===== src/mac_pkg.sv =====
// constants, types and the behaviour list of the multiply-accumulate unit
// Operation
// - multiply two signed 16-bit operands, add the 32-bit product into 40-bit accumulator
// - operand one is high byte register with accumulator; two is high byte with B
// - build the 16x16 product from four 8x8 partial products, one per cycle
// - multiply-accumulate op (prefix, A4) takes nine clock cycles start to completion
// - operand registers stay unchanged; only the wide accumulator takes the result
// - carry equals result sign; overflow reports two's complement overflow
// - multiply-accumulate only sets overflow, never clears it
// - clear op (prefix, E4) zeroes all 40 accumulator bits within two cycles
// - left shift op (prefix, 23) shifts the whole accumulator left one bit
// - right shift op (prefix, 03) shifts right one bit keeping the sign
// - two-bit window select picks the byte pair seen at window high and low
// - byte multiply takes B unsigned when its sign bit is 0, signed when 1
// - byte multiply takes accumulator unsigned when its sign bit is 0, signed when 1
// - the two sign-select bits never affect the multiply-accumulate
// - each data pointer has a circular-buffer enable bit
// - with index disable set, indexed code read uses the data pointer alone
// - configuration register at E2, resets to zero, byte access only
package mac_pkg;

   // ***************************************************************
   // widths and register map
   // ***************************************************************
   localparam int          ACC_W       = 40;
   localparam int          PROD_W      = 32;
   localparam int          PART_W      = 17;
   localparam logic [7:0]  ADDR_OP1_HI = 8'hE1;
   localparam logic [7:0]  ADDR_CFG    = 8'hE2;
   localparam logic [7:0]  ADDR_WIN_LO = 8'hE4;
   localparam logic [7:0]  ADDR_WIN_HI = 8'hE5;
   localparam logic [7:0]  ADDR_OP2_HI = 8'hF7;
   localparam logic [7:0]  CFG_RESET   = 8'h00;
   localparam logic [7:0]  BYTE_ZERO   = 8'h00;

   // ***************************************************************
   // configuration field positions
   // ***************************************************************
   localparam int CFG_WIN_HI   = 7;
   localparam int CFG_WIN_LO   = 6;
   localparam int CFG_SIGN_B   = 5;
   localparam int CFG_SIGN_A   = 4;
   localparam int CFG_CIRC1    = 3;
   localparam int CFG_CIRC0    = 2;
   localparam int CFG_IDX_DIS  = 1;
   localparam int CFG_REDIRECT = 0;

   // ***************************************************************
   // second opcode byte after the extended prefix, and cycle counts
   // ***************************************************************
   localparam logic [7:0] OPC_MAC = 8'hA4;
   localparam logic [7:0] OPC_CLR = 8'hE4;
   localparam logic [7:0] OPC_LSL = 8'h23;
   localparam logic [7:0] OPC_ASR = 8'h03;
   localparam logic [3:0] MAC_CYCLES = 4'h9;
   localparam logic [3:0] CLR_CYCLES = 4'h2;
   localparam logic [1:0] LAST_PART  = 2'h3;

   typedef enum logic [1:0] {ST_IDLE, ST_PART, ST_ADD, ST_WAIT} mac_state_t;

endpackage


===== src/mac_mul_if.sv =====
// signals between the sequencer and the shared 8x8 multiplier
`timescale 1ns/10ps
interface mac_mul_if;
   logic [7:0]         a;
   logic [7:0]         b;
   logic               a_signed;
   logic               b_signed;
   logic signed [16:0] prod;
   modport user (output a, output b, output a_signed, output b_signed, input prod);
   modport unit (input a, input b, input a_signed, input b_signed, output prod);
endinterface


===== src/mac_mul8.sv =====
// shared 8x8 multiplier with per-operand signedness
`timescale 1ns/10ps
module mac_mul8 (
   mac_mul_if.unit m
);
   logic signed [8:0]  a_ext;
   logic signed [8:0]  b_ext;
   logic signed [17:0] full;

   // extend each operand by its own sign only when it is to be taken signed
   assign a_ext = $signed({m.a_signed & m.a[7], m.a});
   assign b_ext = $signed({m.b_signed & m.b[7], m.b});
   assign full = a_ext * b_ext;
   // any mixed 8x8 product fits in 17 signed bits
   assign m.prod = full[16:0];
endmodule


===== src/mac_unit.sv =====
// multiply-accumulate unit: wide accumulator, sequencer and register window
`timescale 1ns/10ps
module mac_unit
   import mac_pkg::*;
(
   input  wire logic        clk,
   input  wire logic        reset,
   input  wire logic [7:0]  sfr_addr,
   input  wire logic        sfr_wr,
   input  wire logic        sfr_rd,
   input  wire logic [7:0]  sfr_wdata,
   output logic      [7:0]  sfr_rdata,
   output logic             sfr_hit,
   input  wire logic [7:0]  acc_in,
   input  wire logic [7:0]  b_in,
   input  wire logic        op_start,
   input  wire logic [7:0]  op_code,
   input  wire logic        mul_start,
   input  wire logic        ov_in,
   input  wire logic [15:0] dptr_in,
   input  wire logic        dptr_sel_in,
   output logic             busy,
   output logic             done,
   output logic             flag_we,
   output logic             carry_out,
   output logic             ov_out,
   output logic      [15:0] mul_product,
   output logic      [15:0] code_addr,
   output logic             circ_active,
   output logic             move_use_b,
   output logic             pointer0_circular_enable,
   output logic             pointer1_circular_enable,
   output logic             code_read_index_disable,
   output logic             pointer1_redirect
);

   // ***************************************************************
   // state
   // ***************************************************************
   mac_state_t               state_reg;
   logic [7:0]               op1_hi_reg;
   logic [7:0]               op2_hi_reg;
   logic [7:0]               cfg_reg;
   logic [ACC_W-1:0]         macc_reg;
   logic [15:0]              opa_reg;
   logic [15:0]              opb_reg;
   logic signed [PROD_W-1:0] prod_reg;
   logic [1:0]               part_reg;
   logic [3:0]               cyc_reg;
   logic [3:0]               limit_reg;
   logic                     is_clear_reg;
   logic [ACC_W-1:0]         sum_reg;
   logic                     ovf_reg;

   mac_mul_if mul_bus ();

   mac_mul8 u_mul (
      .m (mul_bus)
   );

   // bit index of the lowest accumulator bit seen through the window
   function automatic int win_lsb(input logic [1:0] sel);
      return 8 * int'(sel);
   endfunction

   logic [1:0]  win_sel;
   logic        accept;
   logic        wr_ok;
   assign win_sel = cfg_reg[CFG_WIN_HI:CFG_WIN_LO];
   // new work only when nothing is running, so stalls cover every op
   assign accept = op_start && state_reg == ST_IDLE;
   // register writes are ignored while a sequence owns the accumulator
   assign wr_ok = sfr_wr && state_reg == ST_IDLE;

   // ***************************************************************
   // multiplier operand steering
   // ***************************************************************
   logic signed [PROD_W-1:0] part_ext;
   logic signed [PROD_W-1:0] part_add;
   always_comb begin
      mul_bus.a        = acc_in;
      mul_bus.b        = b_in;
      mul_bus.a_signed = cfg_reg[CFG_SIGN_A];
      mul_bus.b_signed = cfg_reg[CFG_SIGN_B];
      if (state_reg == ST_PART) begin
         // partials: lo*lo, hi*lo, lo*hi, hi*hi; only high bytes carry sign
         mul_bus.a        = part_reg[0] ? opa_reg[15:8] : opa_reg[7:0];
         mul_bus.b        = part_reg[1] ? opb_reg[15:8] : opb_reg[7:0];
         mul_bus.a_signed = part_reg[0];
         mul_bus.b_signed = part_reg[1];
      end
   end

   // align each partial product by its byte weight
   always_comb begin
      part_ext = PROD_W'(mul_bus.prod);
      unique case (part_reg)
         2'h0:    part_add = part_ext;
         2'h3:    part_add = part_ext <<< 16;
         default: part_add = part_ext <<< 8;
      endcase
   end

   // sign-extended product added into the accumulator
   logic [ACC_W-1:0] prod_wide;
   logic [ACC_W-1:0] sum_next;
   logic             ovf_next;
   assign prod_wide = {{(ACC_W-PROD_W){prod_reg[PROD_W-1]}}, prod_reg};
   assign sum_next = macc_reg + prod_wide;
   // overflow: both addends share a sign that the sum does not
   assign ovf_next = (macc_reg[ACC_W-1] == prod_wide[ACC_W-1])
                  && (sum_next[ACC_W-1] != macc_reg[ACC_W-1]);

   // ***************************************************************
   // sequencer
   // ***************************************************************
   // one state machine drives the partial product walk and the timing
   always_ff @(posedge clk) begin
      if (reset) begin
         state_reg    <= ST_IDLE;
         part_reg     <= 2'h0;
         cyc_reg      <= 4'h0;
         limit_reg    <= 4'h0;
         is_clear_reg <= 1'b0;
      end else begin
         unique case (state_reg)
            ST_IDLE: begin
               cyc_reg  <= 4'h1;
               part_reg <= 2'h0;
               if (accept && op_code == OPC_MAC) begin
                  state_reg    <= ST_PART;
                  limit_reg    <= MAC_CYCLES - 4'h1;
                  is_clear_reg <= 1'b0;
               end else if (accept && op_code == OPC_CLR) begin
                  state_reg    <= ST_WAIT;
                  limit_reg    <= CLR_CYCLES - 4'h1;
                  is_clear_reg <= 1'b1;
               end
            end
            ST_PART: begin
               // one partial product per clock through the byte multiplier
               cyc_reg  <= cyc_reg + 4'h1;
               part_reg <= part_reg + 2'h1;
               if (part_reg == LAST_PART) begin
                  state_reg <= ST_ADD;
               end
            end
            ST_ADD: begin
               cyc_reg   <= cyc_reg + 4'h1;
               state_reg <= ST_WAIT;
            end
            ST_WAIT: begin
               cyc_reg <= cyc_reg + 4'h1;
               if (cyc_reg >= limit_reg) begin
                  state_reg <= ST_IDLE;
               end
            end
         endcase
      end
   end

   logic finish;
   assign finish = state_reg == ST_WAIT && cyc_reg >= limit_reg;

   // ***************************************************************
   // operand capture and product build
   // ***************************************************************
   // operands are copied so the source registers are only ever read
   always_ff @(posedge clk) begin
      if (reset) begin
         opa_reg <= 16'h0000;
         opb_reg <= 16'h0000;
      end else if (accept && op_code == OPC_MAC) begin
         opa_reg <= {op1_hi_reg, acc_in};
         opb_reg <= {op2_hi_reg, b_in};
      end
   end

   // product register summed over the four partial cycles
   always_ff @(posedge clk) begin
      if (reset) begin
         prod_reg <= '0;
      end else if (accept) begin
         prod_reg <= '0;
      end else if (state_reg == ST_PART) begin
         prod_reg <= prod_reg + part_add;
      end
   end

   // sum and overflow are staged so the 40-bit add has a whole cycle
   always_ff @(posedge clk) begin
      if (reset) begin
         sum_reg <= '0;
         ovf_reg <= 1'b0;
      end else if (state_reg == ST_ADD) begin
         sum_reg <= sum_next;
         ovf_reg <= ovf_next;
      end
   end

   // ***************************************************************
   // wide accumulator
   // ***************************************************************
   logic [ACC_W-1:0] macc_next;
   always_comb begin
      macc_next = macc_reg;
      if (finish && is_clear_reg) begin
         macc_next = '0;
      end else if (finish) begin
         macc_next = sum_reg;
      end else if (accept && op_code == OPC_LSL) begin
         macc_next = {macc_reg[ACC_W-2:0], 1'b0};
      end else if (accept && op_code == OPC_ASR) begin
         macc_next = {macc_reg[ACC_W-1], macc_reg[ACC_W-1:1]};
      end else if (wr_ok && sfr_addr == ADDR_WIN_LO) begin
         macc_next[win_lsb(win_sel) +: 8] = sfr_wdata;
      end else if (wr_ok && sfr_addr == ADDR_WIN_HI) begin
         macc_next[win_lsb(win_sel) + 8 +: 8] = sfr_wdata;
      end
   end

   always_ff @(posedge clk) begin
      if (reset) begin
         macc_reg <= '0;
      end else begin
         macc_reg <= macc_next;
      end
   end

   // ***************************************************************
   // byte-wide registers
   // ***************************************************************
   // configuration is byte written only; no single-bit path exists
   always_ff @(posedge clk) begin
      if (reset) begin
         cfg_reg <= CFG_RESET;
      end else if (wr_ok && sfr_addr == ADDR_CFG) begin
         cfg_reg <= sfr_wdata;
      end
   end

   // operand high bytes
   always_ff @(posedge clk) begin
      if (reset) begin
         op1_hi_reg <= BYTE_ZERO;
         op2_hi_reg <= BYTE_ZERO;
      end else if (wr_ok) begin
         if (sfr_addr == ADDR_OP1_HI) begin
            op1_hi_reg <= sfr_wdata;
         end
         if (sfr_addr == ADDR_OP2_HI) begin
            op2_hi_reg <= sfr_wdata;
         end
      end
   end

   // read port: one cycle of latency, zero and no hit when unmapped
   always_ff @(posedge clk) begin
      if (reset) begin
         sfr_rdata <= BYTE_ZERO;
         sfr_hit   <= 1'b0;
      end else begin
         sfr_hit   <= 1'b0;
         sfr_rdata <= BYTE_ZERO;
         if (sfr_rd) begin
            sfr_hit <= 1'b1;
            unique case (sfr_addr)
               ADDR_OP1_HI: sfr_rdata <= op1_hi_reg;
               ADDR_OP2_HI: sfr_rdata <= op2_hi_reg;
               ADDR_CFG:    sfr_rdata <= cfg_reg;
               ADDR_WIN_LO: sfr_rdata <= macc_reg[win_lsb(win_sel) +: 8];
               ADDR_WIN_HI: sfr_rdata <= macc_reg[win_lsb(win_sel) + 8 +: 8];
               default:     sfr_hit <= 1'b0;
            endcase
         end
      end
   end

   // ***************************************************************
   // status to the core
   // ***************************************************************
   // busy rises the edge after a long op is taken and drops at its end
   always_ff @(posedge clk) begin
      if (reset) begin
         busy <= 1'b0;
      end else if (accept && (op_code == OPC_MAC || op_code == OPC_CLR)) begin
         busy <= 1'b1;
      end else if (finish) begin
         busy <= 1'b0;
      end
   end

   // done pulses once for every completed op, short or long
   always_ff @(posedge clk) begin
      if (reset) begin
         done <= 1'b0;
      end else begin
         done <= finish
              || (accept && (op_code == OPC_LSL || op_code == OPC_ASR))
              || (mul_start && state_reg == ST_IDLE && !op_start);
      end
   end

   // flags go back for the core to write; overflow can only be raised
   always_ff @(posedge clk) begin
      if (reset) begin
         flag_we   <= 1'b0;
         carry_out <= 1'b0;
         ov_out    <= 1'b0;
      end else begin
         flag_we <= finish && !is_clear_reg;
         if (finish && !is_clear_reg) begin
            carry_out <= sum_reg[ACC_W-1];
            ov_out    <= ov_in | ovf_reg;
         end
      end
   end

   // byte multiply: one cycle, signedness from the configuration bits
   always_ff @(posedge clk) begin
      if (reset) begin
         mul_product <= 16'h0000;
      end else if (mul_start && state_reg == ST_IDLE && !op_start) begin
         mul_product <= mul_bus.prod[15:0];
      end
   end

   // ***************************************************************
   // data pointer side controls
   // ***************************************************************
   // code address: index dropped when disabled, pointer alone is used
   always_ff @(posedge clk) begin
      if (reset) begin
         code_addr <= 16'h0000;
      end else if (cfg_reg[CFG_IDX_DIS]) begin
         code_addr <= dptr_in;
      end else begin
         code_addr <= dptr_in + {BYTE_ZERO, acc_in};
      end
   end

   // per-pointer mode bits; wrap arithmetic itself lives in the pointer unit
   always_ff @(posedge clk) begin
      if (reset) begin
         circ_active              <= 1'b0;
         move_use_b               <= 1'b0;
         pointer0_circular_enable <= 1'b0;
         pointer1_circular_enable <= 1'b0;
         code_read_index_disable  <= 1'b0;
         pointer1_redirect        <= 1'b0;
      end else begin
         circ_active <= dptr_sel_in ? cfg_reg[CFG_CIRC1] : cfg_reg[CFG_CIRC0];
         move_use_b  <= dptr_sel_in && cfg_reg[CFG_REDIRECT];
         pointer0_circular_enable <= cfg_reg[CFG_CIRC0];
         pointer1_circular_enable <= cfg_reg[CFG_CIRC1];
         code_read_index_disable  <= cfg_reg[CFG_IDX_DIS];
         pointer1_redirect        <= cfg_reg[CFG_REDIRECT];
      end
   end

endmodule


===== config.mk =====
export PLATFORM = sky130hd
export DESIGN_NAME = mac_unit
export DESIGN_NICKNAME = d
export VERILOG_FILES = /design/src/mac_pkg.sv /design/src/mac_mul_if.sv /design/src/mac_mul8.sv /design/src/mac_unit.sv
export SDC_FILE = /design/constraint.sdc
export NUM_CORES = 1
export LEC_CHECK = 0
export BUFFER_PORTS_ARGS = -buffer_cell sky130_fd_sc_hd__clkbuf_2
export CORE_MARGIN = 3
export CORE_UTILIZATION = 50
export DETAILED_ROUTE_END_ITERATION = 6
export GPL_TIMING_DRIVEN = 0
export PLACE_DENSITY = 0.73
export SYNTH_ARGS = -nofsm -noshare
export SYNTH_HDL_FRONTEND = slang
export SYNTH_SLANG_ARGS = --single-unit

===== constraint.sdc =====
create_clock -name clk -period 8.3 [get_ports clk]
set_input_delay 1.66 -clock clk [delete_from_list [all_inputs] [get_ports clk]]
set_output_delay 1.66 -clock clk [all_outputs]
set_load 0.02 [all_outputs]

==> results.yml, run 1 <==
run_status:
  status: "finished, final reports clean"
pwr:
  power.share.sequential_pct: 13.4
  clock_power_share_pct: 13.9
  p_comb_share_pct: 72.7
  peakVddDrop_v: 0.001361
  p_int_w: 0.004953
  leakage_nw: 8.745
  p_sw_w: 0.004839
  power_density_nw_per_um2: 474.5
  total_power_w: 0.009793
  swShare_pct: 49.42
timing:
  worst_pin_slew_ns: 1.429
  rsz0062_at_grt: "true"
  slew_violations: 0
  layout_setup_ws_ns: 0.09122
  setup_viol: 0
  max_freq_mhz: 121.8
  clock_skew_ns: 0.01948
  min_period_ns: 8.209
  period_share_pct: 98.90
  slew_headroom_pct: 4.546
  timing_hold_violations_final: 0
worst_setup_path:
  timing.critical_path.buf_inv: 5
  worstSetupPathType: "in2reg"
  crit_family: "adder cells"
  cp-end-kind: "register"
  start_kind: "input pin"
  cp.arrival_ns: 8.64
  cp_common_cell: "buf_4"
  critical_path.max_stage_delay_ns: 0.60
  path_max_fanout: 5
  cpMaxStageDelayCell: "fa_2"
  crit_required_ns: 8.73
grt:
  grt_max_degree: 15
  antenna_found_initial: 0
  grt_pass1_wl_um: 89320
  grt-ovfl-total: 0
  grt_pass1_vias: 16110
  grt_usage_pct: 30.31
place:
  hpwl_um: 44930
  globalplace.congestion: 0.9519
  pre_cts_ws_ns: -1.400
  port_buffers: 107
  place_area_um2: 18640
drt:
  postRouteAntennaNets: 0
  wl_met2_um: 26650
  drcViolationCount: 0
  vias: 17436
  route.met3.wl_um: 5051
  wl_um: 59130
  viasPerCell: 6.181
  first_pass_iters: 6
  post_drt_wl_per_cell_um: 20.96
  drt_iter0_markers: 1751
  met1Wirelength_um: 25500
  top_layer: "met4"
yosys:
  synth_flop_cell: "dfxtp_1"
  synth_common_cells: "nor2_1 (281), a21oi_1 (239), dfxtp_1 (231)"
  synthArstFlopShare_pct: 0
  synth-seq-area-share_pct: 26.45
  ys_seq_elements: 231
  synth_area_um2: 17480
  synth_cells: 2180
  syn_avg_cell_area_um2: 8.019
  yosysMostFrequentCell: "nor2_1"
  ys_types: 76
  synth_top_area_share_pct: 26.45
  yosysWarnings: 0
  yosysTopAreaCell: "dfxtp_1"
  syn_nets: 2441
  synth_area_leaders: "dfxtp_1 (26%), ha_1 (9.1%), fa_1 (8.0%), a21oi_1 (6.8%), mux2i_1 (6.5%)"
  synth-edff-count: 0
floorplanning:
  die_y_um: 193.0
  coreArea_um2: 34040
  initial_core_util_pct: 51.36
  die_w_um: 193.0
  row_count: 67
  boundaryPins: 116
  die_area_um2: 37240
clock_tree:
  path_clk_slew_ns: 0.06
  clkLatencyLatePin_ns: 0.57
  root_buffer: "clkbuf_16"
  cts_tree: "built"
  h-tree-depth: 1
  cts_buffers: 27
  clk_path_buf_depth: 3
  cts.sinks: 231
final_layout:
  antenna_cells: 0
  final_area_um2: 20640
  nNetsFinal: 2613
  fillers: 2993
  synthToLayoutAreaGrowth_pct: 18.07
  drive_gt1_share_pct: 14.71
job:
  cap_violations: 0
worst_hold_path:
  min-delay-path-class: "reg2reg"
timing repair:
item	CTS	global route
setup endpoints to repair	18	15
resized for setup	73	107
setup buffers	11	27
hold buffers	0	0
hold endpoints to repair	0	0
pin swaps	19	50
final timing paths:
path | cells past startpoint | endpoint | startpoint | slack, ns
worst max register to register | 35 | prod_reg[21]$_SDFFE_PP0N_ | state_reg[1]$_SDFFE_PP0P_ | 0.25
worst min-delay path | 2 | opa_reg[6]$_SDFFE_PP0P_ | opa_reg[6]$_SDFFE_PP0P_ | 0.45
worst min register to register | 2 | opa_reg[6]$_SDFFE_PP0P_ | opa_reg[6]$_SDFFE_PP0P_ | 0.45
worst max-delay path | 30 | prod_reg[21]$_SDFFE_PP0N_ | acc_in[4] | 0.09
power groups by stage:
| stage | registers (W) | logic, W | clock network (W) |
|---|---|---|---|
| finish | 0.00131 | 0.00712 | 0.00136 |
| global route | 0.00132 | 0.00776 | 0.00141 |
| CTS | 0.00131 | 0.00597 | 0.00137 |
| detailed placement | 0.00133 | 0.00577 | 0 |
| global placement | 0.00133 | 0.00555 | 0 |
| floorplan | 0.00132 | 0.00430 | 0 |
metal layers:
layer	vias up	GRT usage, %
li1	8034	-
met1	8394	43.44
met2	866	47.65
met3	142	4.321
met4	0	9.068
met5	-	0
area by class of cell:
cell class	count	area [um2]	share of cell area (%)
multi-input combinational	1713	12640	61.26
sequential	231	4624	22.41
timing repair buffer	144	828.3	4.013
clock buffer	31	730.7	3.540
tap	448	560.5	2.716
buffer	110	485.5	2.352
inverter	125	479.2	2.322
clock inverter	19	286.5	1.388
worst register-to-register path: cells and delay by family (launching register included):
| kind | cells | cell delay [ns] |
|---|---|---|
| AOI/OAI and AO/OA | 8 | 1.59 |
| adders and majority gates | 8 | 3.46 |
| buffers and inverters | 10 | 1.23 |
| xor gates and xnor gates | 1 | 0.15 |
| and+or+nand+nor | 8 | 1.15 |
| DFF | 1 | 0.34 |
layout by cell type (no fill, tap or decap), types with 27 or more instances in the layout:
master	Yosys	final
mux2i_1	114	112
clkbuf_1	88	79
nor3_1	43	40
a22oi_1	33	33
ha_1	127	116
nand2_1	200	195
a21o_1	53	51
dfxtp_1	231	231
clkbuf_16	0	27
inv_1	120	114
buf_4	0	38
xnor2_1	59	58
nand3_1	37	35
clkbuf_2	0	105
a21oi_1	239	215
a211oi_1	54	49
nor2_1	281	263
o21ai_0	104	92
fa_1	70	66
per-stage QoR:
step	hold WS [ns]	instances	TNS [ns]	utilization, %
CTS	0.4545	2795	0	58.81
global placement	0.4408	2735	-14.00	54.75
finish	0.4549	2821	0	60.64
global route	0.4720	2821	-0.6611	60.64
detailed placement	0.4460	2735	-17.21	54.77
floorplan	0.4254	2180	0	-
cells by family (layout without fill, tap and decap cells):
logic type      count (synthesis)  after routing  share of synthesized area [%]
compound gates                612            612                          21.73
xor+xnor                       84             84                          4.209
fa+ha+maj                     197            197                          17.11
buf+inv                       236            429                          5.089
flops                         231            231                          26.45
mux                           122            122                          7.558
simple gates                  698            698                          17.85
No activity file was read; power rests on OpenSTA's default activity.
==> run 2: changes to the inputs <==
--- a/config.mk
+++ b/config.mk
@@ -7,10 +7,10 @@
 export LEC_CHECK = 0
 export BUFFER_PORTS_ARGS = -buffer_cell sky130_fd_sc_hd__clkbuf_2
 export CORE_MARGIN = 3
-export CORE_UTILIZATION = 50
+export CORE_UTILIZATION = 47
 export DETAILED_ROUTE_END_ITERATION = 6
 export GPL_TIMING_DRIVEN = 0
-export PLACE_DENSITY = 0.73
+export PLACE_DENSITY = 0.7
 export SYNTH_ARGS = -nofsm -noshare
 export SYNTH_HDL_FRONTEND = slang
 export SYNTH_SLANG_ARGS = --single-unit
==> run 2 against run 1 <==
Compared with the run above:
- the flow now finishes with violations (DRC)
- register-to-register slack improved by 0.04 ns
- clock skew fell by 0.0033 ns
- utilization down 3.9 points
- worst setup slack gained 0.13 ns
- design area is 0.60% higher
- sequential power about the same
- wire length down 0.19%
- final cell count up 1.1%
- combinational power rose by 6.2%
- total power is 3.5% higher
==> results.yml, run 2 (same netlist as run 1, synthesis figures left out) <==
run_status:
  status: "complete, but fails checks"
  violations: "DRC"
worst_hold_path:
  min-delay-path-class: "reg2reg"
  whs_path_depth: 2
  min_to: "opa_reg[3]$_SDFFE_PP0P_"
  holdCritStartpoint: "opa_reg[3]$_SDFFE_PP0P_"
floorplanning:
  die_y_um: 198.9
  initial_core_util_pct: 47.75
  die_w_um: 198.9
  die_area_um2: 39540
  coreArea_um2: 36610
  row_count: 70
  boundaryPins: 116
clock_tree:
  clkLatencyLatePin_ns: 0.56
  path_clk_slew_ns: 0.07
  root_buffer: "clkbuf_16"
  h-tree-depth: 1
  cts_buffers: 26
  clk_path_buf_depth: 3
  cts.sinks: 231
  cts_tree: "built"
timing:
  holdWs_ns: 0.4560
  layout_setup_ws_ns: 0.2224
  timing_hold_violations_final: 0
  worst_pin_slew_ns: 1.229
  max_freq_mhz: 123.8
  setup_tns_ns: 0
  slew_headroom_pct: 17.87
  period_share_pct: 97.32
  slew_violations: 0
  min_period_ns: 8.078
  clock_skew_ns: 0.01622
  setup_viol: 0
place:
  port_buffers: 107
  hpwl_um: 44700
  pre_cts_ws_ns: -1.403
  globalplace.congestion: 0.9415
  place_area_um2: 18670
  placedCellCount: 2755
worst_setup_path:
  cp.arrival_ns: 8.53
  critPathLaunch: "acc_in[3]"
  cpMaxStageDelayCell: "fa_1"
  cp_common_cell: "fa_1"
  cp-end-kind: "register"
  critical_path.max_stage_delay_ns: 0.55
  rr_endpoint: "prod_reg[31]$_SDFFE_PP0N_"
  worstSetupPathType: "in2reg"
  path_max_fanout: 8
  worstReg2RegStart: "state_reg[1]$_SDFFE_PP0P_"
  crit_required_ns: 8.75
  regToRegSetupSlack_ns: 0.29
  start_kind: "input pin"
  worstRegToRegCells: 36
final_layout:
  nNetsFinal: 2624
  regArea_um2: 4624
  antenna_cells: 0
  layout_common_cells: "nor2_1 (258), dfxtp_1 (231), a21oi_1 (216), nand2_1 (192), inv_1 (115)"
  final_area_um2: 20760
  drive_gt1_share_pct: 15.32
  final_cells: 2851
  multi_input_area_um2: 12720
  synthToLayoutAreaGrowth_pct: 18.78
  fillers: 3305
  final_common_cell: "nor2_1"
pwr:
  power.share.sequential_pct: 13.0
  leakage_nw: 8.760
  p_int_w: 0.005162
  swShare_pct: 49.08
  p_sw_w: 0.004974
  peakVddDrop_v: 0.001897
  power_density_nw_per_um2: 488.2
  p_comb_share_pct: 74.6
  clock_power_share_pct: 12.4
grt:
  grt_usage_pct: 28.03
  grt_pass1_wl_um: 88000
  grt-ovfl-total: 0
  grt_pass1_vias: 15895
  antenna_found_initial: 0
  grt_max_degree: 15
drt:
  drcViolationCount: 9
  first_pass_iters: 7
  viasPerCell: 6.030
  vias: 17192
  wl_um: 59020
  post_drt_wl_per_cell_um: 20.70
  drt_iter0_markers: 1521
  postRouteAntennaNets: 0
job:
  cap_violations: 0
[run 2: how the worst max path moves through the flow]
stage	endpoint	depth (start not counted)	slack [ns]
after floorplan	prod_reg[31]$_SDFFE_PP0N_	30	0.01
after global placement	prod_reg[22]$_SDFFE_PP0N_	35	-1.31
after detailed placement	prod_reg[31]$_SDFFE_PP0N_	38	-1.40
after CTS	prod_reg[31]$_SDFFE_PP0N_	34	-0.05
after global routing	prod_reg[31]$_SDFFE_PP0N_	33	-0.08
final	prod_reg[31]$_SDFFE_PP0N_	33	0.22
[run 2: per-layer routing]
layer | global-route usage [%] | part of all wire, % | vias up
met5 | 0 | 0 | -
met4 | 7.444 | 3.0 | 0
met3 | 4.302 | 7.6 | 131
met2 | 45.00 | 46 | 746
met1 | 39.53 | 44 | 8244
li1 | - | - | 8071
[run 2: critical path, delay by kind of cell]
kind	cells	cell delay, ns
AND/OR/NAND/NOR	9	1.26
AO/OA/AOI/OAI	10	1.73
adder cells (fa/ha/maj)	7	3.11
XOR/XNOR	1	0.20
buffers and inverters	6	0.53
[run 2: layout make-up]
type / instances / share of cell area (%)
Buffer: 110 / 2.290
Clock buffer: 32 / 3.435
Clock inverter: 16 / 1.036
Inverter: 125 / 2.308
Multi-Input combinational cell: 1713 / 61.27
Sequential cell: 231 / 22.27
Tap cell: 468 / 2.820
Timing Repair Buffer: 156 / 4.574
[run 2: power by group through the flow]
stage	Sequential, W	Combinational [W]	Clock [W]
finish	0.00132	0.00756	0.00126
global route	0.00132	0.00822	0.00131
CTS	0.00131	0.00595	0.00127
detailed placement	0.00133	0.00573	0
global placement	0.00133	0.00560	0
floorplan	0.00132	0.00430	0
[run 2: through the flow]
step / power, W / utilization, %
final: 0.01014 / 56.72
after global routing: 0.01085 / 56.72
after CTS: 0.008526 / 54.39
after detailed placement: 0.007059 / 50.98
after global placement: 0.006929 / 50.97
after floorplan: 0.005622 / -
[run 2: timing repair]
action	CTS	global route
buffers inserted	10	40
hold buffers	0	0
setup endpoints to repair	18	15
resized for setup	65	141
pin swaps	14	58
==> run 3: changes to the inputs <==
--- a/config.mk
+++ b/config.mk
@@ -5,9 +5,11 @@
 export SDC_FILE = /design/constraint.sdc
 export NUM_CORES = 1
 export LEC_CHECK = 0
+export ABC_AREA = 1
 export BUFFER_PORTS_ARGS = -buffer_cell sky130_fd_sc_hd__clkbuf_2
 export CORE_MARGIN = 3
 export CORE_UTILIZATION = 47
+export CTS_BUF_LIST = sky130_fd_sc_hd__clkbuf_8
 export DETAILED_ROUTE_END_ITERATION = 6
 export GPL_TIMING_DRIVEN = 0
 export PLACE_DENSITY = 0.7
==> run 3 against run 2 <==
Compared with the run above:
- largest power group unchanged
- critical path type unchanged
- highest routed layer unchanged
- worst hold slack lost 0.025 ns
- final cell count grew 25%
- the flow now finishes without violations
- critical path depth grew 2
- die area grew 8.2%
- utilization shrank 2.0 points
- sequential share of layout area shrank 0.76 points
==> results.yml, run 3 <==
run_status:
  status: "finished, final reports clean"
timing:
  slew_headroom_pct: 25.88
  worst_pin_slew_ns: 1.112
  period_share_pct: 96.19
  slew_violations: 0
  min_period_ns: 7.984
  max_freq_mhz: 125.2
  setup_tns_ns: 0
  timing_hold_violations_final: 0
  setup_viol: 0
  clock_skew_ns: 0.05152
clock_tree:
  cts_buffers: 42
  cts.sinks: 231
  h-tree-depth: 2
  root_buffer: "clkbuf_8"
  clk_path_buf_depth: 3
  clkLatencyLatePin_ns: 0.63
  cts_tree: "built"
  path_clk_slew_ns: 0.06
drt:
  viasPerCell: 5.750
  postRouteAntennaNets: 0
  vias: 20480
  wl_um: 74150
  drcViolationCount: 0
  first_pass_iters: 6
  drt_iter0_markers: 1960
  post_drt_wl_per_cell_um: 20.82
final_layout:
  utilization_pct: 54.75
  final_common_cell: "inv_1"
  nNetsFinal: 3275
  drive_gt1_share_pct: 11.01
  multi_input_area_um2: 12450
  antenna_cells: 0
  fillers: 4009
  regArea_um2: 4626
  layout_common_cells: "inv_1 (453), nand2_1 (448), nor2_1 (347), a21oi_1 (259), o21ai_0 (254)"
  synthToLayoutAreaGrowth_pct: 13.44
grt:
  antenna_found_initial: 0
  grt_usage_pct: 33.89
  grt_pass1_wl_um: 110900
  grt-ovfl-total: 0
  grt_pass1_vias: 19032
  grt_max_degree: 14
yosys:
  synth_top_family_by_area: "simple AND/OR/NAND/NOR gates"
  ys_seq_elements: 231
  ys_types: 60
  synth-xor-area-share_pct: 2.356
  synth_area_um2: 18960
  synth_top_area_share_pct: 24.39
  synth_area_leaders: "dfxtp_1 (24%), nand2_1 (9.1%), inv_1 (8.9%), ha_1 (8.4%), fa_1 (7.4%)"
  synthArstFlopShare_pct: 0
  synthSimpleGateAreaFrac_pct: 23.47
  syn_nets: 3101
  synth_flop_cell: "dfxtp_1"
  yosysTopAreaCell: "dfxtp_1"
  synth_common_cells: "nand2_1 (459), inv_1 (449), nor2_1 (353)"
  synthAdderAreaFrac_pct: 15.77
  synth-seq-area-share_pct: 24.39
  synth-edff-count: 0
  synth_compound_area_share_pct: 22.45
  yosysMostFrequentCell: "nand2_1"
  yosysWarnings: 0
  syn_avg_cell_area_um2: 6.675
  muxShareOfSynthArea_pct: 0
  synth_cells: 2840
floorplanning:
  initial_core_util_pct: 48.26
  die_area_um2: 42780
  coreArea_um2: 39280
  boundaryPins: 116
  row_count: 72
  die_y_um: 206.8
  die_w_um: 206.8
pwr:
  leakage_nw: 10.47
  peakVddDrop_v: 0.0003619
  power_density_nw_per_um2: 452.9
place:
  port_buffers: 113
  hpwl_um: 60410
  globalplace.congestion: 0.9850
job:
  cap_violations: 0
worst_setup_path:
  critical_path.max_stage_delay_ns: 0.56
  path_max_fanout: 5
  cp-end-kind: "register"
  start_kind: "input pin"
  worstSetupPathType: "in2reg"
  crit_required_ns: 8.79
  cpMaxStageDelayCell: "fa_1"
  cp.arrival_ns: 8.48
worst_hold_path:
  min-delay-path-class: "reg2reg"
[run 3: cell count changes after synthesis, sizes merged, moves of 41 or more]
cell / delta
nand2: +274
xnor2: -41
mux2i: -114
nor2: +78
nand3: +95
a211oi: -42
o21ai: +176
inv: +339
[run 3: stage by stage]
step | hold slack (ns) | instance area (um2) | setup slack, ns | cells | power, W
floorplan | 0.4097 | 18960 | 0.01606 | 2840 | 0.006046
global placement | 0.4202 | 20170 | -1.560 | 3471 | 0.007926
detailed placement | 0.4205 | 20170 | -1.641 | 3471 | 0.007993
CTS | 0.4307 | 21160 | 0.01289 | 3549 | 0.009221
global route | 0.4734 | 21510 | -0.02330 | 3562 | 0.01054
finish | 0.4314 | 21510 | 0.3158 | 3562 | 0.009739
[run 3: cells by family after synthesis]
logic type / Yosys count
simple gates: 1049
xor+xnor: 51
buf+inv: 564
fa+ha+maj: 197
flops: 231
compound gates: 748
[run 3: worst max-delay path, delay by kind of cell]
family / cells / cell delay, ns
adder cells (fa/ha/maj): 7 / 3.27
AO/OA/AOI/OAI: 10 / 1.62
buffers and inverters: 8 / 0.66
AND/OR/NAND/NOR: 10 / 1.25
[run 3: final timing paths]
kind	startpoint	end	slack (ns)	depth (start not counted)
max	acc_in[1]	prod_reg[18]$_SDFFE_PP0N_	0.32	35
min	cfg_reg[0]$_SDFFE_PP0P_	move_use_b$_SDFF_PP0_	0.43	2
max reg2reg	state_reg[1]$_SDFFE_PP0P_	prod_reg[18]$_SDFFE_PP0N_	0.33	39
min reg2reg	cfg_reg[0]$_SDFFE_PP0P_	move_use_b$_SDFF_PP0_	0.43	2
[run 3: report_power, final]
| part | switching, W | internal [W] |
|---|---|---|
| Combinational | 0.00481 | 0.00233 |
| Clock | 0.000521 | 0.000616 |
| Sequential | 0.000179 | 0.00129 |
[run 3: cell type report]
class,count,area share [%]
multi-input combinational,2045,57.87
sequential,231,21.51
inverter,467,8.198
timing repair buffer,131,3.246
clock buffer,50,3.200
tap,518,3.014
buffer,96,2.118
clock inverter,24,0.8436
[run 3: repair_timing]
| action | 4_1_cts | 5_1_grt |
|---|---|---|
| endpoints found under the setup margin | 19 | 18 |
| resized for setup | 29 | 71 |
| hold buffers | 0 | 0 |
| pin swaps | 0 | 12 |
| setup buffers | 4 | 13 |
[run 3: layer usage]
layer,vias to the layer above,global-route usage [%],part of all wire (%)
met2,956,54.81,45
met4,0,12.81,4.1
met5,-,0,0
met3,166,4.454,8.1
li1,9729,-,-
met1,9629,46.34,43
